$ cat src/verilog/ext_bus_pkg.sv
package ext_bus_pkg;

   // Clock and state-time figures
   localparam int CLK_PERIOD_NS    = 100;
   localparam int CLKS_PER_STATE   = 2;
   localparam int RESET_MIN_STATES = 16;
   localparam int BOOT_STATES      = 10;
   localparam int STEP_W           = 4;
   localparam int ADDR_W           = 24;
   localparam int CFG_W            = 8;

   // Fixed addresses of the start sequence, the NMI vector and on-chip program space
   localparam logic [ADDR_W-1:0] CCB0_ADDR    = 24'h002018;
   localparam logic [ADDR_W-1:0] CCB1_ADDR    = 24'h00201a;
   localparam logic [ADDR_W-1:0] CCB2_ADDR    = 24'h00201c;
   localparam logic [ADDR_W-1:0] START_ADDR   = 24'h002080;
   localparam logic [ADDR_W-1:0] NMI_VEC_ADDR = 24'h00203e;
   localparam logic [ADDR_W-1:0] ONCHIP_LO    = 24'hff2000;
   localparam logic [ADDR_W-1:0] ONCHIP_HI    = 24'hffffff;

   // Start-sequence state times at which each action fires
   localparam logic [STEP_W-1:0] STEP_CCB0 = 4'h2;
   localparam logic [STEP_W-1:0] STEP_CCB1 = 4'h4;
   localparam logic [STEP_W-1:0] STEP_CCB2 = 4'h6;
   localparam logic [STEP_W-1:0] STEP_LAST = 4'h9;

   // Field positions in the configuration registers
   localparam int REG0_BW_BIT     = 1;
   localparam int REG1_BW_BIT     = 2;
   localparam int REG0_IRC0_BIT   = 4;
   localparam int REG0_IRC1_BIT   = 5;
   localparam int REG1_IRC2_BIT   = 1;
   localparam int REG1_CCB2EN_BIT = 7;
   localparam logic [CFG_W-1:0] CFG_RESET = 8'hff;

   // Bus width modes, coded {reg1 bit, reg0 bit}
   localparam logic [1:0] BW_ILLEGAL = 2'h0;
   localparam logic [1:0] BW_16      = 2'h1;
   localparam logic [1:0] BW_8       = 2'h2;
   localparam logic [1:0] BW_PIN     = 2'h3;

   // Clock multiplier ratios
   localparam logic [2:0] MULT_BYPASS = 3'h1;
   localparam logic [2:0] MULT_PLL    = 3'h4;

   // Shared-pin slots that carry ready and bus width
   localparam int SP_READY     = 0;
   localparam int SP_BUS_WIDTH = 1;

   typedef enum logic [1:0] {B_RESET, B_SEQ, B_RUN} boot_state_type;
   typedef enum logic [1:0] {C_IDLE, C_ACT, C_WAIT, C_END} cycle_state_type;

   function automatic logic in_onchip_range(input logic [ADDR_W-1:0] a);
      return (a >= ONCHIP_LO) && (a <= ONCHIP_HI);
   endfunction : in_onchip_range

   function automatic logic [1:0] bw_mode(input logic [CFG_W-1:0] c0,
                                          input logic [CFG_W-1:0] c1);
      return {c1[REG1_BW_BIT], c0[REG0_BW_BIT]};
   endfunction : bw_mode

   // Returns {infinite, limit}; unlisted codes give zero wait states
   function automatic logic [2:0] wait_limit(input logic [CFG_W-1:0] c0,
                                             input logic [CFG_W-1:0] c1);
      logic [2:0] irc;
      irc = {c1[REG1_IRC2_BIT], c0[REG0_IRC1_BIT], c0[REG0_IRC0_BIT]};
      unique case (irc)
         3'h4:    return 3'h1;
         3'h5:    return 3'h2;
         3'h6:    return 3'h3;
         3'h7:    return 3'h4;
         default: return 3'h0;
      endcase
   endfunction : wait_limit

endpackage : ext_bus_pkg

$ cat src/verilog/bus_cycle_ctrl.sv
`timescale 1ns/10ps
module bus_cycle_ctrl
   import ext_bus_pkg::*;
(
   input  wire logic             clk_sys,
   input  wire logic             sys_rst,
   input  wire logic             co_fall,
   input  wire logic             co_rise,
   input  wire logic             cycle_start,
   input  wire logic             cycle_external,
   input  wire logic [CFG_W-1:0] chip_config_reg0,
   input  wire logic [CFG_W-1:0] chip_config_reg1,
   input  wire logic             ready_s,
   input  wire logic             ready_sel,
   input  wire logic             bus_width_s,
   output logic                  cycle_busy,
   output logic                  cycle_done,
   output logic                  cycle_16bit,
   output logic                  wait_active,
   output logic                  width_illegal
);
   typedef struct packed {
      cycle_state_type st;
      logic            ext;
      logic [1:0]      limit;
      logic            inf;
      logic [1:0]      wcnt;
      logic            w16;
      logic            illegal;
   } cyc_st_type;

   cyc_st_type q, d;
   logic [2:0] lim;
   logic [1:0] mode;
   logic       w16_now;

   assign lim  = wait_limit(chip_config_reg0, chip_config_reg1);
   assign mode = bw_mode(chip_config_reg0, chip_config_reg1);

   // Width of the cycle in progress; illegal setting falls back to 8-bit
   always_comb begin
      unique case (mode)
         BW_PIN:  w16_now = bus_width_s;
         BW_16:   w16_now = 1'b1;
         default: w16_now = 1'b0;
      endcase
   end

   // Cycle sequencing and wait-state insertion
   always_comb begin
      d         = q;
      d.illegal = (mode == BW_ILLEGAL);
      unique case (q.st)
         C_IDLE: if (cycle_start) begin
            d.st    = C_ACT;
            d.ext   = cycle_external;
            d.inf   = lim[2];
            d.limit = lim[1:0];
            d.wcnt  = 2'h0;
            d.w16   = w16_now;
         end
         C_ACT: begin
            d.w16 = w16_now;
            if (co_fall) begin
               // Ready only counts on external cycles with its pin function chosen
               if (q.ext && ready_sel && !ready_s && (q.inf || q.limit != 2'h0)) begin
                  d.st = C_WAIT;
               end else begin
                  d.st = C_END;
               end
            end
         end
         C_WAIT: begin
            d.w16 = w16_now;
            if (co_rise) begin
               d.wcnt = q.wcnt + 2'h1;
               if (ready_s || (!q.inf && (q.wcnt + 2'h1) == q.limit)) begin
                  d.st = C_END;
               end
            end
         end
         C_END: d.st = C_IDLE;
      endcase
   end

   always_ff @(posedge clk_sys) begin
      if (sys_rst) begin
         q <= '{st: C_IDLE, default: '0};
      end else begin
         q <= d;
      end
   end

   assign cycle_busy    = (q.st != C_IDLE);
   assign cycle_done    = (q.st == C_END);
   assign wait_active   = (q.st == C_WAIT);
   assign cycle_16bit   = q.w16;
   assign width_illegal = q.illegal;
endmodule : bus_cycle_ctrl

$ cat src/verilog/ext_bus_boot_wait_ctrl.sv
`timescale 1ns/10ps
module ext_bus_boot_wait_ctrl
   import ext_bus_pkg::*;
#(
   parameter int NUM_SHARED_PINS = 8
) (
   input  wire logic                       clk_sys,
   input  wire logic                       sys_rst,
   input  wire logic                       reset_n_pin,
   input  wire logic                       nmi_pin,
   input  wire logic                       external_access_select,
   input  wire logic                       prog_voltage_seen,
   input  wire logic                       clock_multiplier_select,
   output logic                            clock_output,
   output logic                            core_reset,
   output logic                            psw_clear,
   output logic                            cfg_rd_strobe,
   output logic [ext_bus_pkg::ADDR_W-1:0]  cfg_rd_addr,
   input  wire logic [ext_bus_pkg::CFG_W-1:0] cfg_rd_data,
   output logic                            jump_valid,
   output logic [ext_bus_pkg::ADDR_W-1:0]  jump_addr,
   output logic                            nmi_vector_valid,
   output logic [ext_bus_pkg::ADDR_W-1:0]  nmi_vector_addr,
   output logic                            prog_mode,
   output logic                            pll_bypass,
   output logic [2:0]                      clk_mult_ratio,
   output logic [ext_bus_pkg::CFG_W-1:0]   chip_config_reg0,
   output logic [ext_bus_pkg::CFG_W-1:0]   chip_config_reg1,
   output logic [ext_bus_pkg::CFG_W-1:0]   chip_config_reg2,
   input  wire logic [ext_bus_pkg::ADDR_W-1:0] mem_addr,
   output logic                            onchip_select,
   input  wire logic                       bus_cycle_start,
   input  wire logic                       access_internal_other,
   output logic                            cycle_busy,
   output logic                            cycle_done,
   output logic                            cycle_16bit,
   output logic                            wait_active,
   output logic                            width_illegal,
   input  wire logic [NUM_SHARED_PINS-1:0] sys_func_sel,
   input  wire logic [NUM_SHARED_PINS-1:0] sys_out,
   input  wire logic [NUM_SHARED_PINS-1:0] sys_oe,
   input  wire logic [NUM_SHARED_PINS-1:0] gpio_out,
   input  wire logic [NUM_SHARED_PINS-1:0] gpio_oe,
   input  wire logic [NUM_SHARED_PINS-1:0] shared_pin_in,
   output logic      [NUM_SHARED_PINS-1:0] shared_pin_out,
   output logic      [NUM_SHARED_PINS-1:0] shared_pin_oe,
   output logic      [NUM_SHARED_PINS-1:0] gpio_in,
   output logic      [NUM_SHARED_PINS-1:0] sys_in
);
   localparam int N     = NUM_SHARED_PINS;
   localparam int LOW_W = $clog2(RESET_MIN_STATES + 1);
   localparam logic [LOW_W-1:0] LOW_MAX = LOW_W'(RESET_MIN_STATES);

   // Ready and bus width must live inside the shared-pin vector
   if (N <= SP_READY || N <= SP_BUS_WIDTH) begin : g_bad_pins
      $error("NUM_SHARED_PINS too small for ready and bus width slots");
   end

   typedef struct packed {
      boot_state_type    boot;
      logic              co;
      logic [LOW_W-1:0]  low_cnt;
      logic              held;
      logic              rst_prev;
      logic [STEP_W-1:0] step;
      logic              ext_acc;
      logic              prog;
      logic              mult;
      logic [CFG_W-1:0]  cfg0;
      logic [CFG_W-1:0]  cfg1;
      logic [CFG_W-1:0]  cfg2;
      logic [1:0]        rd_sel;
      logic              psw_clr;
      logic              rd_stb;
      logic [ADDR_W-1:0] rd_addr;
      logic              jump;
      logic [ADDR_W-1:0] jaddr;
      logic              nmi_prev;
      logic              nmi_vec;
      logic [ADDR_W-1:0] naddr;
      logic              onchip;
      logic [N-1:0]      pin_out;
      logic [N-1:0]      pin_oe;
      logic [N-1:0]      gpio_in;
      logic [N-1:0]      sys_in;
   } top_st_type;

   top_st_type q, d;

   logic [N+4:0] raw_pins;
   logic [N+4:0] pins_s;
   logic [N-1:0] shared_s;
   logic         rst_s;
   logic         nmi_s;
   logic         xsel_s;
   logic         prog_s;
   logic         mult_s;
   logic         cyc_ext;

   // Every pin is asynchronous to clk_sys, so all pass two flops
   assign raw_pins = {clock_multiplier_select, prog_voltage_seen, external_access_select,
                      nmi_pin, reset_n_pin, shared_pin_in};

   pin_sync #(.WIDTH(N + 5)) u_pin_sync (
      .clk_sys  (clk_sys),
      .sys_rst  (sys_rst),
      .async_in (raw_pins),
      .sync_out (pins_s)
   );

   assign shared_s = pins_s[N-1:0];
   assign rst_s    = pins_s[N];
   assign nmi_s    = pins_s[N+1];
   assign xsel_s   = pins_s[N+2];
   assign prog_s   = pins_s[N+3];
   assign mult_s   = pins_s[N+4];

   // Accesses outside the on-chip range or other internal space use the pins
   assign cyc_ext = !(q.ext_acc && in_onchip_range(mem_addr)) && !access_internal_other;

   // Reset timing, start sequence, straps, NMI edge and pin muxing
   always_comb begin
      d          = q;
      d.psw_clr  = 1'b0;
      d.rd_stb   = 1'b0;
      d.jump     = 1'b0;
      d.nmi_vec  = 1'b0;
      d.co       = ~q.co;
      d.rst_prev = rst_s;

      // Straps are sampled all through reset; last value before release sticks
      if (q.boot == B_RESET) begin
         d.ext_acc = xsel_s;
         d.prog = prog_s;
         d.mult = mult_s;
      end

      // Config byte arrives in the same cycle as its strobe
      if (q.rd_stb) begin
         unique case (q.rd_sel)
            2'h0:    d.cfg0 = cfg_rd_data;
            2'h1:    d.cfg1 = cfg_rd_data;
            default: d.cfg2 = cfg_rd_data;
         endcase
      end

      unique case (q.boot)
         B_RESET: begin
            if (q.held && rst_s && !q.rst_prev) begin
               d.boot    = B_SEQ;
               d.held    = 1'b0;
               d.co      = 1'b0;
               d.step    = '0;
               d.psw_clr = 1'b1;
            end
         end
         B_SEQ: begin
            if (q.co) begin
               d.step = q.step + 4'h1;
               if (q.step == STEP_LAST) begin
                  d.boot  = B_RUN;
                  d.jump  = 1'b1;
                  d.jaddr = START_ADDR;
               end else if (d.step == STEP_CCB0) begin
                  d.rd_stb  = 1'b1;
                  d.rd_addr = CCB0_ADDR;
                  d.rd_sel  = 2'h0;
               end else if (d.step == STEP_CCB1) begin
                  d.rd_stb  = 1'b1;
                  d.rd_addr = CCB1_ADDR;
                  d.rd_sel  = 2'h1;
               end else if (d.step == STEP_CCB2 && q.cfg1[REG1_CCB2EN_BIT]) begin
                  d.rd_stb  = 1'b1;
                  d.rd_addr = CCB2_ADDR;
                  d.rd_sel  = 2'h2;
               end
            end
         end
         B_RUN: begin
            // NMI ignored until the start sequence has finished
            if (nmi_s && !q.nmi_prev) begin
               d.nmi_vec = 1'b1;
               d.naddr   = NMI_VEC_ADDR;
            end
         end
      endcase
      d.nmi_prev = nmi_s;

      // Low time counted in state times; a short pulse is ignored
      if (rst_s) begin
         d.low_cnt = '0;
      end else if (!q.co && q.low_cnt != LOW_MAX) begin
         d.low_cnt = q.low_cnt + 1'b1;
      end
      if (!rst_s && d.low_cnt == LOW_MAX) begin
         d.held = 1'b1;
         d.boot = B_RESET;
      end

      d.onchip = q.ext_acc && in_onchip_range(mem_addr);

      // Unselected pins fall back to GPIO
      d.pin_out = (sys_func_sel & sys_out) | (~sys_func_sel & gpio_out);
      d.pin_oe  = (sys_func_sel & sys_oe) | (~sys_func_sel & gpio_oe);
      d.gpio_in = shared_s & ~sys_func_sel;
      d.sys_in  = shared_s & sys_func_sel;
   end

   // A sys_rst counts as a completed pin reset; release waits for the pin high
   always_ff @(posedge clk_sys) begin
      if (sys_rst) begin
         q <= '{boot: B_RESET, held: 1'b1, cfg0: CFG_RESET, cfg1: CFG_RESET,
                cfg2: CFG_RESET, default: '0};
      end else begin
         q <= d;
      end
   end

   bus_cycle_ctrl u_bus_cycle (
      .clk_sys          (clk_sys),
      .sys_rst          (sys_rst),
      .co_fall          (q.co),
      .co_rise          (~q.co),
      .cycle_start      (bus_cycle_start && q.boot == B_RUN),
      .cycle_external   (cyc_ext),
      .chip_config_reg0 (q.cfg0),
      .chip_config_reg1 (q.cfg1),
      .ready_s          (shared_s[SP_READY]),
      .ready_sel        (sys_func_sel[SP_READY]),
      .bus_width_s      (shared_s[SP_BUS_WIDTH]),
      .cycle_busy       (cycle_busy),
      .cycle_done       (cycle_done),
      .cycle_16bit      (cycle_16bit),
      .wait_active      (wait_active),
      .width_illegal    (width_illegal)
   );

   // Output mapping
   assign clock_output     = q.co;
   assign core_reset       = (q.boot != B_RUN);
   assign psw_clear        = q.psw_clr;
   assign cfg_rd_strobe    = q.rd_stb;
   assign cfg_rd_addr      = q.rd_addr;
   assign jump_valid       = q.jump;
   assign jump_addr        = q.jaddr;
   assign nmi_vector_valid = q.nmi_vec;
   assign nmi_vector_addr  = q.naddr;
   assign prog_mode        = q.prog;
   assign pll_bypass       = ~q.mult;
   assign clk_mult_ratio   = q.mult ? MULT_PLL : MULT_BYPASS;
   assign chip_config_reg0 = q.cfg0;
   assign chip_config_reg1 = q.cfg1;
   assign chip_config_reg2 = q.cfg2;
   assign onchip_select    = q.onchip;
   assign shared_pin_out   = q.pin_out;
   assign shared_pin_oe    = q.pin_oe;
   assign gpio_in          = q.gpio_in;
   assign sys_in           = q.sys_in;
endmodule : ext_bus_boot_wait_ctrl

$ cat src/verilog/pin_sync.sv
`timescale 1ns/10ps
module pin_sync #(
   parameter int WIDTH = 8
) (
   input  wire logic             clk_sys,
   input  wire logic             sys_rst,
   input  wire logic [WIDTH-1:0] async_in,
   output logic      [WIDTH-1:0] sync_out
);
   typedef struct packed {
      logic [WIDTH-1:0] s1;
      logic [WIDTH-1:0] s2;
   } sync_st_type;

   sync_st_type q, d;

   // First stage feeds only the second
   always_comb begin
      d.s1 = async_in;
      d.s2 = q.s1;
   end

   always_ff @(posedge clk_sys) begin
      if (sys_rst) begin
         q <= '0;
      end else begin
         q <= d;
      end
   end

   assign sync_out = q.s2;
endmodule : pin_sync
$ cat config.mk
export PLATFORM = sky130hd
export DESIGN_NAME = ext_bus_boot_wait_ctrl
export DESIGN_NICKNAME = d
export VERILOG_FILES = /design/src/verilog/ext_bus_pkg.sv /design/src/verilog/bus_cycle_ctrl.sv /design/src/verilog/ext_bus_boot_wait_ctrl.sv /design/src/verilog/pin_sync.sv
export SDC_FILE = /design/constraint.sdc
export NUM_CORES = 1
export LEC_CHECK = 0
export ABC_AREA = 1
export BUFFER_PORTS_ARGS = -buffer_cell sky130_fd_sc_hd__buf_2
export CAP_MARGIN = 25
export CELL_PAD_IN_SITES_DETAIL_PLACEMENT = 1
export CELL_PAD_IN_SITES_GLOBAL_PLACEMENT = 2
export CORE_MARGIN = 2
export CORE_UTILIZATION = 28
export CTS_CLUSTER_DIAMETER = 100
export CTS_CLUSTER_SIZE = 8
export DETAILED_ROUTE_END_ITERATION = 10
export GPL_TIMING_DRIVEN = 0
export PLACE_DENSITY = 0.83
export SLEW_MARGIN = 5
export SYNTH_ARGS = -nofsm -noshare
export SYNTH_HDL_FRONTEND = slang
export SYNTH_HIERARCHICAL = 1
export SYNTH_SLANG_ARGS = --single-unit
$ cat constraint.sdc
create_clock -name clk_sys -period 2.4 [get_ports clk_sys]
set_input_delay 0.72 -clock clk_sys [delete_from_list [all_inputs] [get_ports clk_sys]]
set_output_delay 0.72 -clock clk_sys [all_outputs]
set_load 0.05 [all_outputs]
==> results of run 1 <==
-- worst paths after layout --
| check | startpoint | to | slack, ns | cells after the start |
|---|---|---|---|---|
| worst min register to register | u_pin_sync/d[2]$_SDFF_PP0_ | u_pin_sync/sync_out[2]$_SDFF_PP0_ | 0.40 | 2 |
| worst max-delay path | u_bus_cycle/q[8]$_SDFFE_PP0P_ | cycle_busy | 0.18 | 4 |
| worst max register to register | q[152]$_SDFFE_PP0P_ | u_bus_cycle/q[3]$_SDFFE_PP0P_ | 0.70 | 11 |
| worst min-delay path | u_pin_sync/d[2]$_SDFF_PP0_ | u_pin_sync/sync_out[2]$_SDFF_PP0_ | 0.40 | 2 |
-- cells by family (layout without fill, tap and decap cells) --
group	count (synthesis)	count (layout)	synth area share
compound gates	53	53	0.0536
xor+xnor	1	1	0.00296
fa+ha+maj	10	10	0.0228
buf+inv	237	428	0.258
flops	121	121	0.441
other cells	1	60	0.000683
simple gates	284	284	0.221
-- worst register-to-register path, cell delays in order (launching register included) --
cell     delay, ns
dfxtp_1       0.37
inv_1         0.06
nor2_1        0.14
inv_1         0.11
nor2_1        0.19
inv_1         0.08
nand2_1       0.10
nand2_1       0.11
a21oi_1       0.19
nor2_1        0.06
a31oi_1       0.14
nor2_1        0.05
-- through the flow --
step | utilization | instance area (um^2) | worst slack (ns) | power, W
2_1_floorplan | - | 5710 | 0.682 | 0.00297
3_3_place_gp | 0.354 | 6840 | -0.0185 | 0.00318
3_5_place_dp | 0.354 | 6840 | -0.0359 | 0.00319
4_1_cts | 0.385 | 7440 | 0.130 | 0.00575
5_1_grt | 0.385 | 7440 | 0.0504 | 0.00592
6_report | 0.385 | 7440 | 0.177 | 0.00567
-- report_power, final --
group / total (W) / switching [W] / internal (W)
registers: 0.00213 / 0.0000440 / 0.00209
clock network: 0.00253 / 0.000872 / 0.00165
logic: 0.00101 / 0.000702 / 0.000308
total: 0.00567 / 0.00162 / 0.00405
-- cell type report --
type                       instances  area (um^2)
clock buffer                      24          502
multi-input combinational        408         1870
tap                              265          332
inverter                          94          353
sequential                       121         2420
fill                            2438        11900
buffer                           143         1060
timing repair buffer             160          801
clock inverter                     7         90.1
-- metal layers --
metal,GRT usage,wire length (um),vias to the layer above
li1,-,-,2467
met1,0.157,6100,2160
met2,0.256,7230,141
met3,0.0421,898,11
met4,0.0485,167,0
met5,0,0,-
-- synthesized netlist by cell type, types with 4 or more instances --
library cell    n
a21oi_1        18
buf_4         132
buf_6           4
clkbuf_1        7
dfxtp_1       121
ha_1           10
inv_1          88
inv_2           6
nand2_1       101
nand2_2         4
nand3_1        46
nand4_1         5
nor2_1         97
nor3_1         21
o21ai_0        26
==> flow_metrics.env, run 1 <==
export IMPL_status="finished, final reports clean"
export IMPL_holdWs_ns=0.402
export IMPL_synth_area_um2=5490
export IMPL_synth_enable_flop_cells=0
export IMPL_cp_max_fo=5
export IMPL_clk_latency_ns=0.41
export IMPL_gr_total_overflow=0
export IMPL_path_delay_family="buffers and inverters"
export IMPL_clock_path_buffers=2
export IMPL_ant_nets=0
export IMPL_async_flop_share=0
export IMPL_arrival_ns=1.50
export IMPL_ys_ff_latch=121
export IMPL_cts_setup_buffers=0
export IMPL_fmax_mhz=450
export IMPL_finalHoldViolations=0
export IMPL_p_leak_nw=3.98
export IMPL_max_cap_violations=0
export IMPL_dp_hpwl_mm=11.4
export IMPL_cpPeakStageDelay_ns=0.38
export IMPL_crit_slowest_cell="dfxtp_1"
export IMPL_grt_max_degree=17
export IMPL_fp_row_count=51
export IMPL_synth_cell_types=31
export IMPL_die_height_um=144
export IMPL_synth_top_area_share=0.441
export IMPL_synth_seq_area_share=0.441
export IMPL_powerDensity_nw_per_um2=762
export IMPL_start_kind="flip-flop"
export IMPL_grt_pass1_vias=4603
export IMPL_path_class="reg -> out"
export IMPL_core_um2=19300
export IMPL_yosys_warnings=6
export IMPL_cts_buffers=17
export IMPL_root_buffer="clkbuf_16"
export IMPL_die_w_um=144
export IMPL_synthFlopType="dfxtp_1"
export IMPL_track_usage=0.141
export IMPL_largest_register="q"
export IMPL_period_share=0.926
export IMPL_cts_clk_slew_worst_paths_ns=0.05
export IMPL_final_cell_mix="buf_2, buf_4, dfxtp_1"
export IMPL_grt_pass1_wl_mm=22.4
export IMPL_pin_count=234
export IMPL_layout_cells_non_filler=1222
export IMPL_die_area_um2=20700
export IMPL_layout_commonest_cell="buf_2"
export IMPL_finalCriticalPeriod_ns=2.22
export IMPL_path_common_cell="inv_1"
export IMPL_setup_viol=0
export IMPL_antenna_found_initial=0
export IMPL_syn2layout_area_growth_pct=35.4
export IMPL_slew_violations=0
export IMPL_firstDrtPassIters=5
export IMPL_fin_tns_setup_ns=0
export IMPL_start_util=0.284
export IMPL_layout_drive_gt1_share=0.363
export IMPL_viasPerCell=3.91
export IMPL_insertedDiodeCount=0
export IMPL_vias=4779
export IMPL_gp_congestion=0.782
export IMPL_fin_nets=1044
export IMPL_synth_top_area_cell="dfxtp_1"
export IMPL_tritoncts="done"
export IMPL_largest_reg_flops=18
export IMPL_peakVddDrop_uv=395
export IMPL_post_drt_wl_per_cell_um=11.8
export IMPL_cts_sinks=121
export IMPL_hp_class="reg -> reg"
export IMPL_htree_levels=4
export IMPL_critPathCaptureType="primary output"
export IMPL_cp_required_ns=1.68
export IMPL_syn_avg_cell_area_um2=7.77
export IMPL_rsz0062_at_grt="no"
export IMPL_path_buf_inv=3
export IMPL_finClkSkew_ns=0.00706
export IMPL_cts_resized=0
export IMPL_tightest_slew_ns=0.708
export IMPL_io_buffers=160
export IMPL_maxSlewHeadroom=0.528
export IMPL_path_cells="inv_1 > ha_1 > inv_1 > buf_2"
export IMPL_drt_wl_total_mm=14.4
export IMPL_netlist_instances=707
export IMPL_cts_hold_buf=0
export IMPL_drc_errors=0
export IMPL_detail_route_iter0_violations=103
export IMPL_synthTopCellsByArea="dfxtp_1, buf_4, nand2_1"
export IMPL_place_inst=1191
Note: power is estimated with default switching activity, not from simulation.
==> run 2: changes to the inputs <==
Settings changed: SYNTH_HIERARCHICAL 1 to not set.
==> run 2 against run 1 <==
Net effect:
- first-iteration DRC count increased by 21%
- maximum frequency decreased by 0.83%
- largest power group unchanged
- worst hold slack got worse by 0.0011 ns
- critical path type unchanged
- worst setup slack got worse by 0.019 ns
- register-to-register slack improved by 0.16 ns
- core utilization increased by 0.54 points
- total power decreased by 4.5%
==> flow_metrics.env, run 2 <==
export IMPL_ff_latch_area_um2=2420
export IMPL_antenna_found_initial=1
export IMPL_start_kind="flip-flop"
export IMPL_cts_setup_buffers=0
export IMPL_synth_area_um2=5430
export IMPL_largest_reg_flops=17
export IMPL_core_um2=18900
export IMPL_netlist_instances=692
export IMPL_grt_pass1_wl_mm=22.6
export IMPL_finClkSkew_ns=0.00803
export IMPL_arrival_ns=1.52
export IMPL_synthFlopType="dfxtp_1"
export IMPL_synth_top_area_cell="dfxtp_1"
export IMPL_path_common_cell="inv_1"
export IMPL_clock_path_buffers=2
export IMPL_layout_cells_non_filler=1202
export IMPL_dp_hpwl_mm=11.3
export IMPL_largest_register="q"
export IMPL_die_w_um=143
export IMPL_cts_sinks=121
export IMPL_use_met2=0.245
export IMPL_fin_tns_setup_ns=0
export IMPL_drc_errors=0
export IMPL_rsz0062_at_grt="no"
export IMPL_insertedDiodeCount=0
export IMPL_grt_busiest_layer="met2"
export IMPL_layout_drive_gt1_share=0.359
export IMPL_cp_max_fo=4
export IMPL_cpPeakStageDelay_ns=0.38
export IMPL_track_usage=0.144
export IMPL_hp_class="reg -> reg"
export IMPL_nFillCells=2380
export IMPL_finalCriticalPeriod_ns=2.24
export IMPL_met3_usage=0.0416
export IMPL_setup_viol=0
export IMPL_cts_buffers=17
export IMPL_htree_levels=4
export IMPL_p_leak_nw=3.90
export IMPL_viasPerCell=3.96
export IMPL_synthTopCellsByArea="dfxtp_1, buf_4, nor2_1"
export IMPL_synth_seq_area_share=0.446
export IMPL_place_inst=1170
export IMPL_syn_avg_cell_area_um2=7.84
export IMPL_grt_max_degree=17
export IMPL_tritoncts="done"
export IMPL_path_class="reg -> out"
export IMPL_status="finished, final reports clean"
export IMPL_slew_violations=0
export IMPL_die_area_um2=20500
export IMPL_critPathCaptureType="primary output"
export IMPL_yosys_warnings=0
export IMPL_synth_enable_flop_cells=0
export IMPL_layout_commonest_cell="buf_2"
export IMPL_p_total_w=0.00541
export IMPL_drt_wl_total_mm=14.7
export IMPL_firstDrtPassIters=4
export IMPL_use_met1=0.167
export IMPL_period_share=0.934
export IMPL_synth_top_area_share=0.446
export IMPL_grt_pass1_vias=4587
export IMPL_path_delay_family="buffers and inverters"
export IMPL_dpl_cell_area_um2=6770
export IMPL_fp_row_count=50
export IMPL_fin_util=0.390
export IMPL_cts_resized=0
export IMPL_gp_congestion=0.795
export IMPL_start_util=0.287
export IMPL_path_buf_inv=3
export IMPL_max_cap_violations=0
export IMPL_yosysMostFrequentCell="buf_4"
export IMPL_powerDensity_nw_per_um2=735
export IMPL_crit_slowest_cell="dfxtp_1"
export IMPL_multi_input_area_um2=1850
export IMPL_vias=4759
export IMPL_finalHoldViolations=0
export IMPL_gr_total_overflow=0
export IMPL_die_height_um=143
export IMPL_synth_cell_types=36
export IMPL_cts_hold_buf=0
export IMPL_peakVddDrop_uv=383
export IMPL_pin_count=234
export IMPL_fin_nets=1028
export IMPL_ant_nets=0
export IMPL_ys_ff_latch=121
export IMPL_root_buffer="clkbuf_16"
export IMPL_clk_latency_ns=0.42
export IMPL_cts_clk_slew_worst_paths_ns=0.05
export IMPL_final_cell_mix="buf_2, buf_4, dfxtp_1"
export IMPL_fmax_mhz=446
export IMPL_io_buffers=159
export IMPL_syn2layout_area_growth_pct=35.8
export IMPL_postLayoutCellArea_um2=7370
export IMPL_netlist_top_cells_count="buf_4, dfxtp_1, nor2_1, nand2_1, inv_1"
export IMPL_path_cells="inv_1 > ha_1 > inv_1 > buf_2"
export IMPL_cp_required_ns=1.68
export IMPL_detail_route_iter0_violations=125
export IMPL_post_drt_wl_per_cell_um=12.2
export IMPL_tightest_slew_ns=0.783
export IMPL_maxSlewHeadroom=0.478
export IMPL_async_flop_share=0
## run 2: final timing paths
check / startpoint / end / slack, ns / cells past startpoint
setup / recovery: u_bus_cycle.q[8]$_SDFFE_PP0P_ / cycle_busy / 0.16 / 4
hold / removal: u_pin_sync.d[5]$_SDFF_PP0_ / u_pin_sync.sync_out[5]$_SDFF_PP0_ / 0.40 / 2
setup reg to reg: q[139]$_SDFFE_PP0P_ / cfg_rd_addr[2]$_SDFFE_PP0P_ / 0.86 / 8
hold reg to reg: u_pin_sync.d[5]$_SDFF_PP0_ / u_pin_sync.sync_out[5]$_SDFF_PP0_ / 0.40 / 2
## run 2: cell type report
type | instances | share of cell area
multi-input cells | 399 | 0.251
repair buffers | 159 | 0.108
plain buffers | 145 | 0.141
flip-flops and latches | 121 | 0.329
well taps | 260 | 0.0442
clock inverters | 9 | 0.0163
inverters | 86 | 0.0457
clock buffers | 23 | 0.0649
## run 2: routing by layer
layer | part of all wire | vias to the layer above
met5 | 0.00075 | -
met4 | 0.024 | 2
met3 | 0.070 | 25
met2 | 0.47 | 154
met1 | 0.44 | 2145
li1 | - | 2433
## run 2: power by group
part           internal, W  total, W  leakage, nW  switching (W)
combinational     0.000221  0.000729         2.61       0.000508
clock              0.00170   0.00258        0.300       0.000882
sequential         0.00207   0.00210        0.989      0.0000282
## run 2: worst reg2reg max path: cells and delay by family (launching register included)
kind	cells	cell delay [ns]
AOI/OAI and AO/OA	2	0.19
xor gates and xnor gates	1	0.29
adders and majority gates	1	0.24
buffers and inverters	1	0.09
DFF	1	0.39
and+or+nand+nor	3	0.25
## run 2: cells by family (layout without fill, tap and decap cells)
family / count (synthesis) / after routing / synth area share
AOI/OAI and AO/OA: 56 / 56 / 0.0595
xor gates and xnor gates: 3 / 3 / 0.00484
adders and majority gates: 10 / 10 / 0.0231
buffers and inverters: 231 / 422 / 0.254
DFF: 121 / 121 / 0.446
other: 1 / 60 / 0.000691
and+or+nand+nor: 270 / 270 / 0.212
## run 2: stage by stage
stage / hold WS (ns) / setup WS [ns]
after floorplan: 0.388 / 0.710
after detailed placement: 0.399 / 0.320
after global placement: 0.390 / 0.293
after CTS: 0.405 / 0.136
after global routing: 0.410 / 0.0627
final: 0.401 / 0.158
==> run 3: changes to the inputs <==
Settings changed: PLACE_DENSITY 0.83 to not set, PLACE_DENSITY_LB_ADDON set to 0.1.
==> run 3 against run 2 <==
Net effect:
- sequential share of layout area is 0.13 points higher
- cell count stayed put
- core utilization is 0.16 points lower
- critical path depth stayed put
- routed wire length is 1.0% higher
- via count is 1.6% lower
- combinational power hardly changed
- global-route usage is 0.29 points higher
- largest cell class unchanged
- clock skew is 0.00087 ns higher
- worst hold slack worse by 0.0013 ns
- flip-flop and latch count stayed put
==> flow_metrics.env, run 3 (synthesis gave the netlist of run 2 again) <==
export IMPL_largest_reg_flops=17
export IMPL_layout_commonest_cell="buf_2"
export IMPL_maxSlewHeadroom=0.548
export IMPL_insertedDiodeCount=0
export IMPL_gr_total_overflow=0
export IMPL_cp_required_ns=1.68
export IMPL_fin_tns_setup_ns=0
export IMPL_grt_pass1_vias=4675
export IMPL_die_height_um=143
export IMPL_slew_violations=0
export IMPL_place_worst_setup_slack_ns=0.272
export IMPL_clk_latency_ns=0.41
export IMPL_p_total_w=0.00528
export IMPL_grt_max_degree=17
export IMPL_peakVddDrop_uv=502
export IMPL_fmax_mhz=450
export IMPL_track_usage=0.147
export IMPL_fp_row_count=50
export IMPL_layout_drive_gt1_share=0.362
export IMPL_detail_route_iter0_violations=132
export IMPL_nFillCells=2383
export IMPL_finalCriticalPeriod_ns=2.22
export IMPL_fin_nets=1028
export IMPL_status="finished, final reports clean"
export IMPL_drt_wl_total_mm=14.8
export IMPL_place_inst=1170
export IMPL_drc_errors=0
export IMPL_die_w_um=143
export IMPL_hold_path_cell_count=2
export IMPL_gp_congestion=0.778
export IMPL_tritoncts="done"
export IMPL_clock_path_buffers=2
export IMPL_cts_buffers=17
export IMPL_p_leak_nw=3.87
export IMPL_layout_cells_non_filler=1202
export IMPL_cts_sinks=121
export IMPL_path_class="reg -> out"
export IMPL_firstDrtPassIters=4
export IMPL_cts_clk_slew_worst_paths_ns=0.06
export IMPL_ant_nets=0
export IMPL_pin_count=234
export IMPL_antenna_found_initial=0
export IMPL_start_kind="flip-flop"
export IMPL_cts_resized=0
export IMPL_critPathCaptureType="primary output"
export IMPL_post_drt_wl_per_cell_um=12.3
export IMPL_io_buffers=159
export IMPL_viasPerCell=3.90
export IMPL_vias=4683
export IMPL_cts_setup_buffers=0
export IMPL_ff2ff_path_depth=5
export IMPL_core_um2=18900
export IMPL_final_cell_mix="buf_2, buf_4, dfxtp_1"
export IMPL_postLayoutCellArea_um2=7340
export IMPL_cp_max_fo=4
export IMPL_largest_register="q"
export IMPL_grt_pass1_wl_mm=23.3
export IMPL_root_buffer="clkbuf_16"
export IMPL_dpl_cell_area_um2=6770
export IMPL_dp_hpwl_mm=11.6
export IMPL_powerDensity_nw_per_um2=719
export IMPL_hp_class="reg -> reg"
export IMPL_rsz0062_at_grt="no"
export IMPL_finalHoldViolations=0
export IMPL_arrival_ns=1.50
export IMPL_period_share=0.927
export IMPL_htree_levels=4
export IMPL_die_area_um2=20500
export IMPL_start_util=0.287
export IMPL_max_cap_violations=0
export IMPL_syn2layout_area_growth_pct=35.2
export IMPL_cts_hold_buf=0
export IMPL_worst_slack_ns=0.176
export IMPL_setup_viol=0
export IMPL_finClkSkew_ns=0.00890
export IMPL_tightest_slew_ns=0.678
## run 3: changes by cell type in the layout (fill, tap and decap cells not counted)
cell	previous run	this run
clkbuf_1	11	8
inv_8	0	1
clkinvlp_4	0	4
clkinv_4	0	2
clkbuf_8	3	0
clkinv_2	6	2
bufinv_16	3	1
inv_6	0	5
## run 3: area by class of cell
class                           count  area [um^2]  area share
Buffer                            145         1040       0.142
Clock buffer                       17          425      0.0580
Clock inverter                     15          143      0.0194
Inverter                           86          337      0.0459
Multi-Input combinational cell    399         1850       0.252
Sequential cell                   121         2420       0.330
Tap cell                          260          325      0.0443
Timing Repair Buffer              159          796       0.108
## run 3: per-layer routing
layer | part of all wire | up-vias | global-route usage
met5 | 0 | - | 0
met4 | 0.013 | 0 | 0.0542
met3 | 0.039 | 10 | 0.0288
met2 | 0.51 | 112 | 0.265
met1 | 0.44 | 2123 | 0.171
li1 | - | 2438 | -
## run 3: report_power, final
part	switching, W	total [W]	internal [W]
Sequential	0.0000278	0.00210	0.00207
Clock	0.00101	0.00245	0.00144
Combinational	0.000508	0.000730	0.000221
Total	0.00154	0.00528	0.00374
## run 3: stage by stage
step | hold slack (ns) | util
floorplan | 0.388 | -
global placement | 0.391 | 0.358
detailed placement | 0.396 | 0.358
CTS | 0.404 | 0.388
global route | 0.417 | 0.388
finish | 0.400 | 0.388
## run 3: final timing paths
kind	end	slack, ns	startpoint
setup reg to reg	u_bus_cycle.cycle_16bit$_SDFFE_PP0P_	0.86	u_bus_cycle.q[8]$_SDFFE_PP0P_
hold / removal	u_pin_sync.sync_out[8]$_SDFF_PP0_	0.40	u_pin_sync.d[8]$_SDFF_PP0_
setup / recovery	cycle_busy	0.18	u_bus_cycle.q[8]$_SDFFE_PP0P_
hold reg to reg	u_pin_sync.sync_out[8]$_SDFF_PP0_	0.40	u_pin_sync.d[8]$_SDFF_PP0_
## run 3: critical path, stage by stage, from the launching register on
cell and delay, ns:
dfxtp_1 0.39, inv_1 0.09, ha_1 0.25, inv_1 0.08
buf_2 0.28
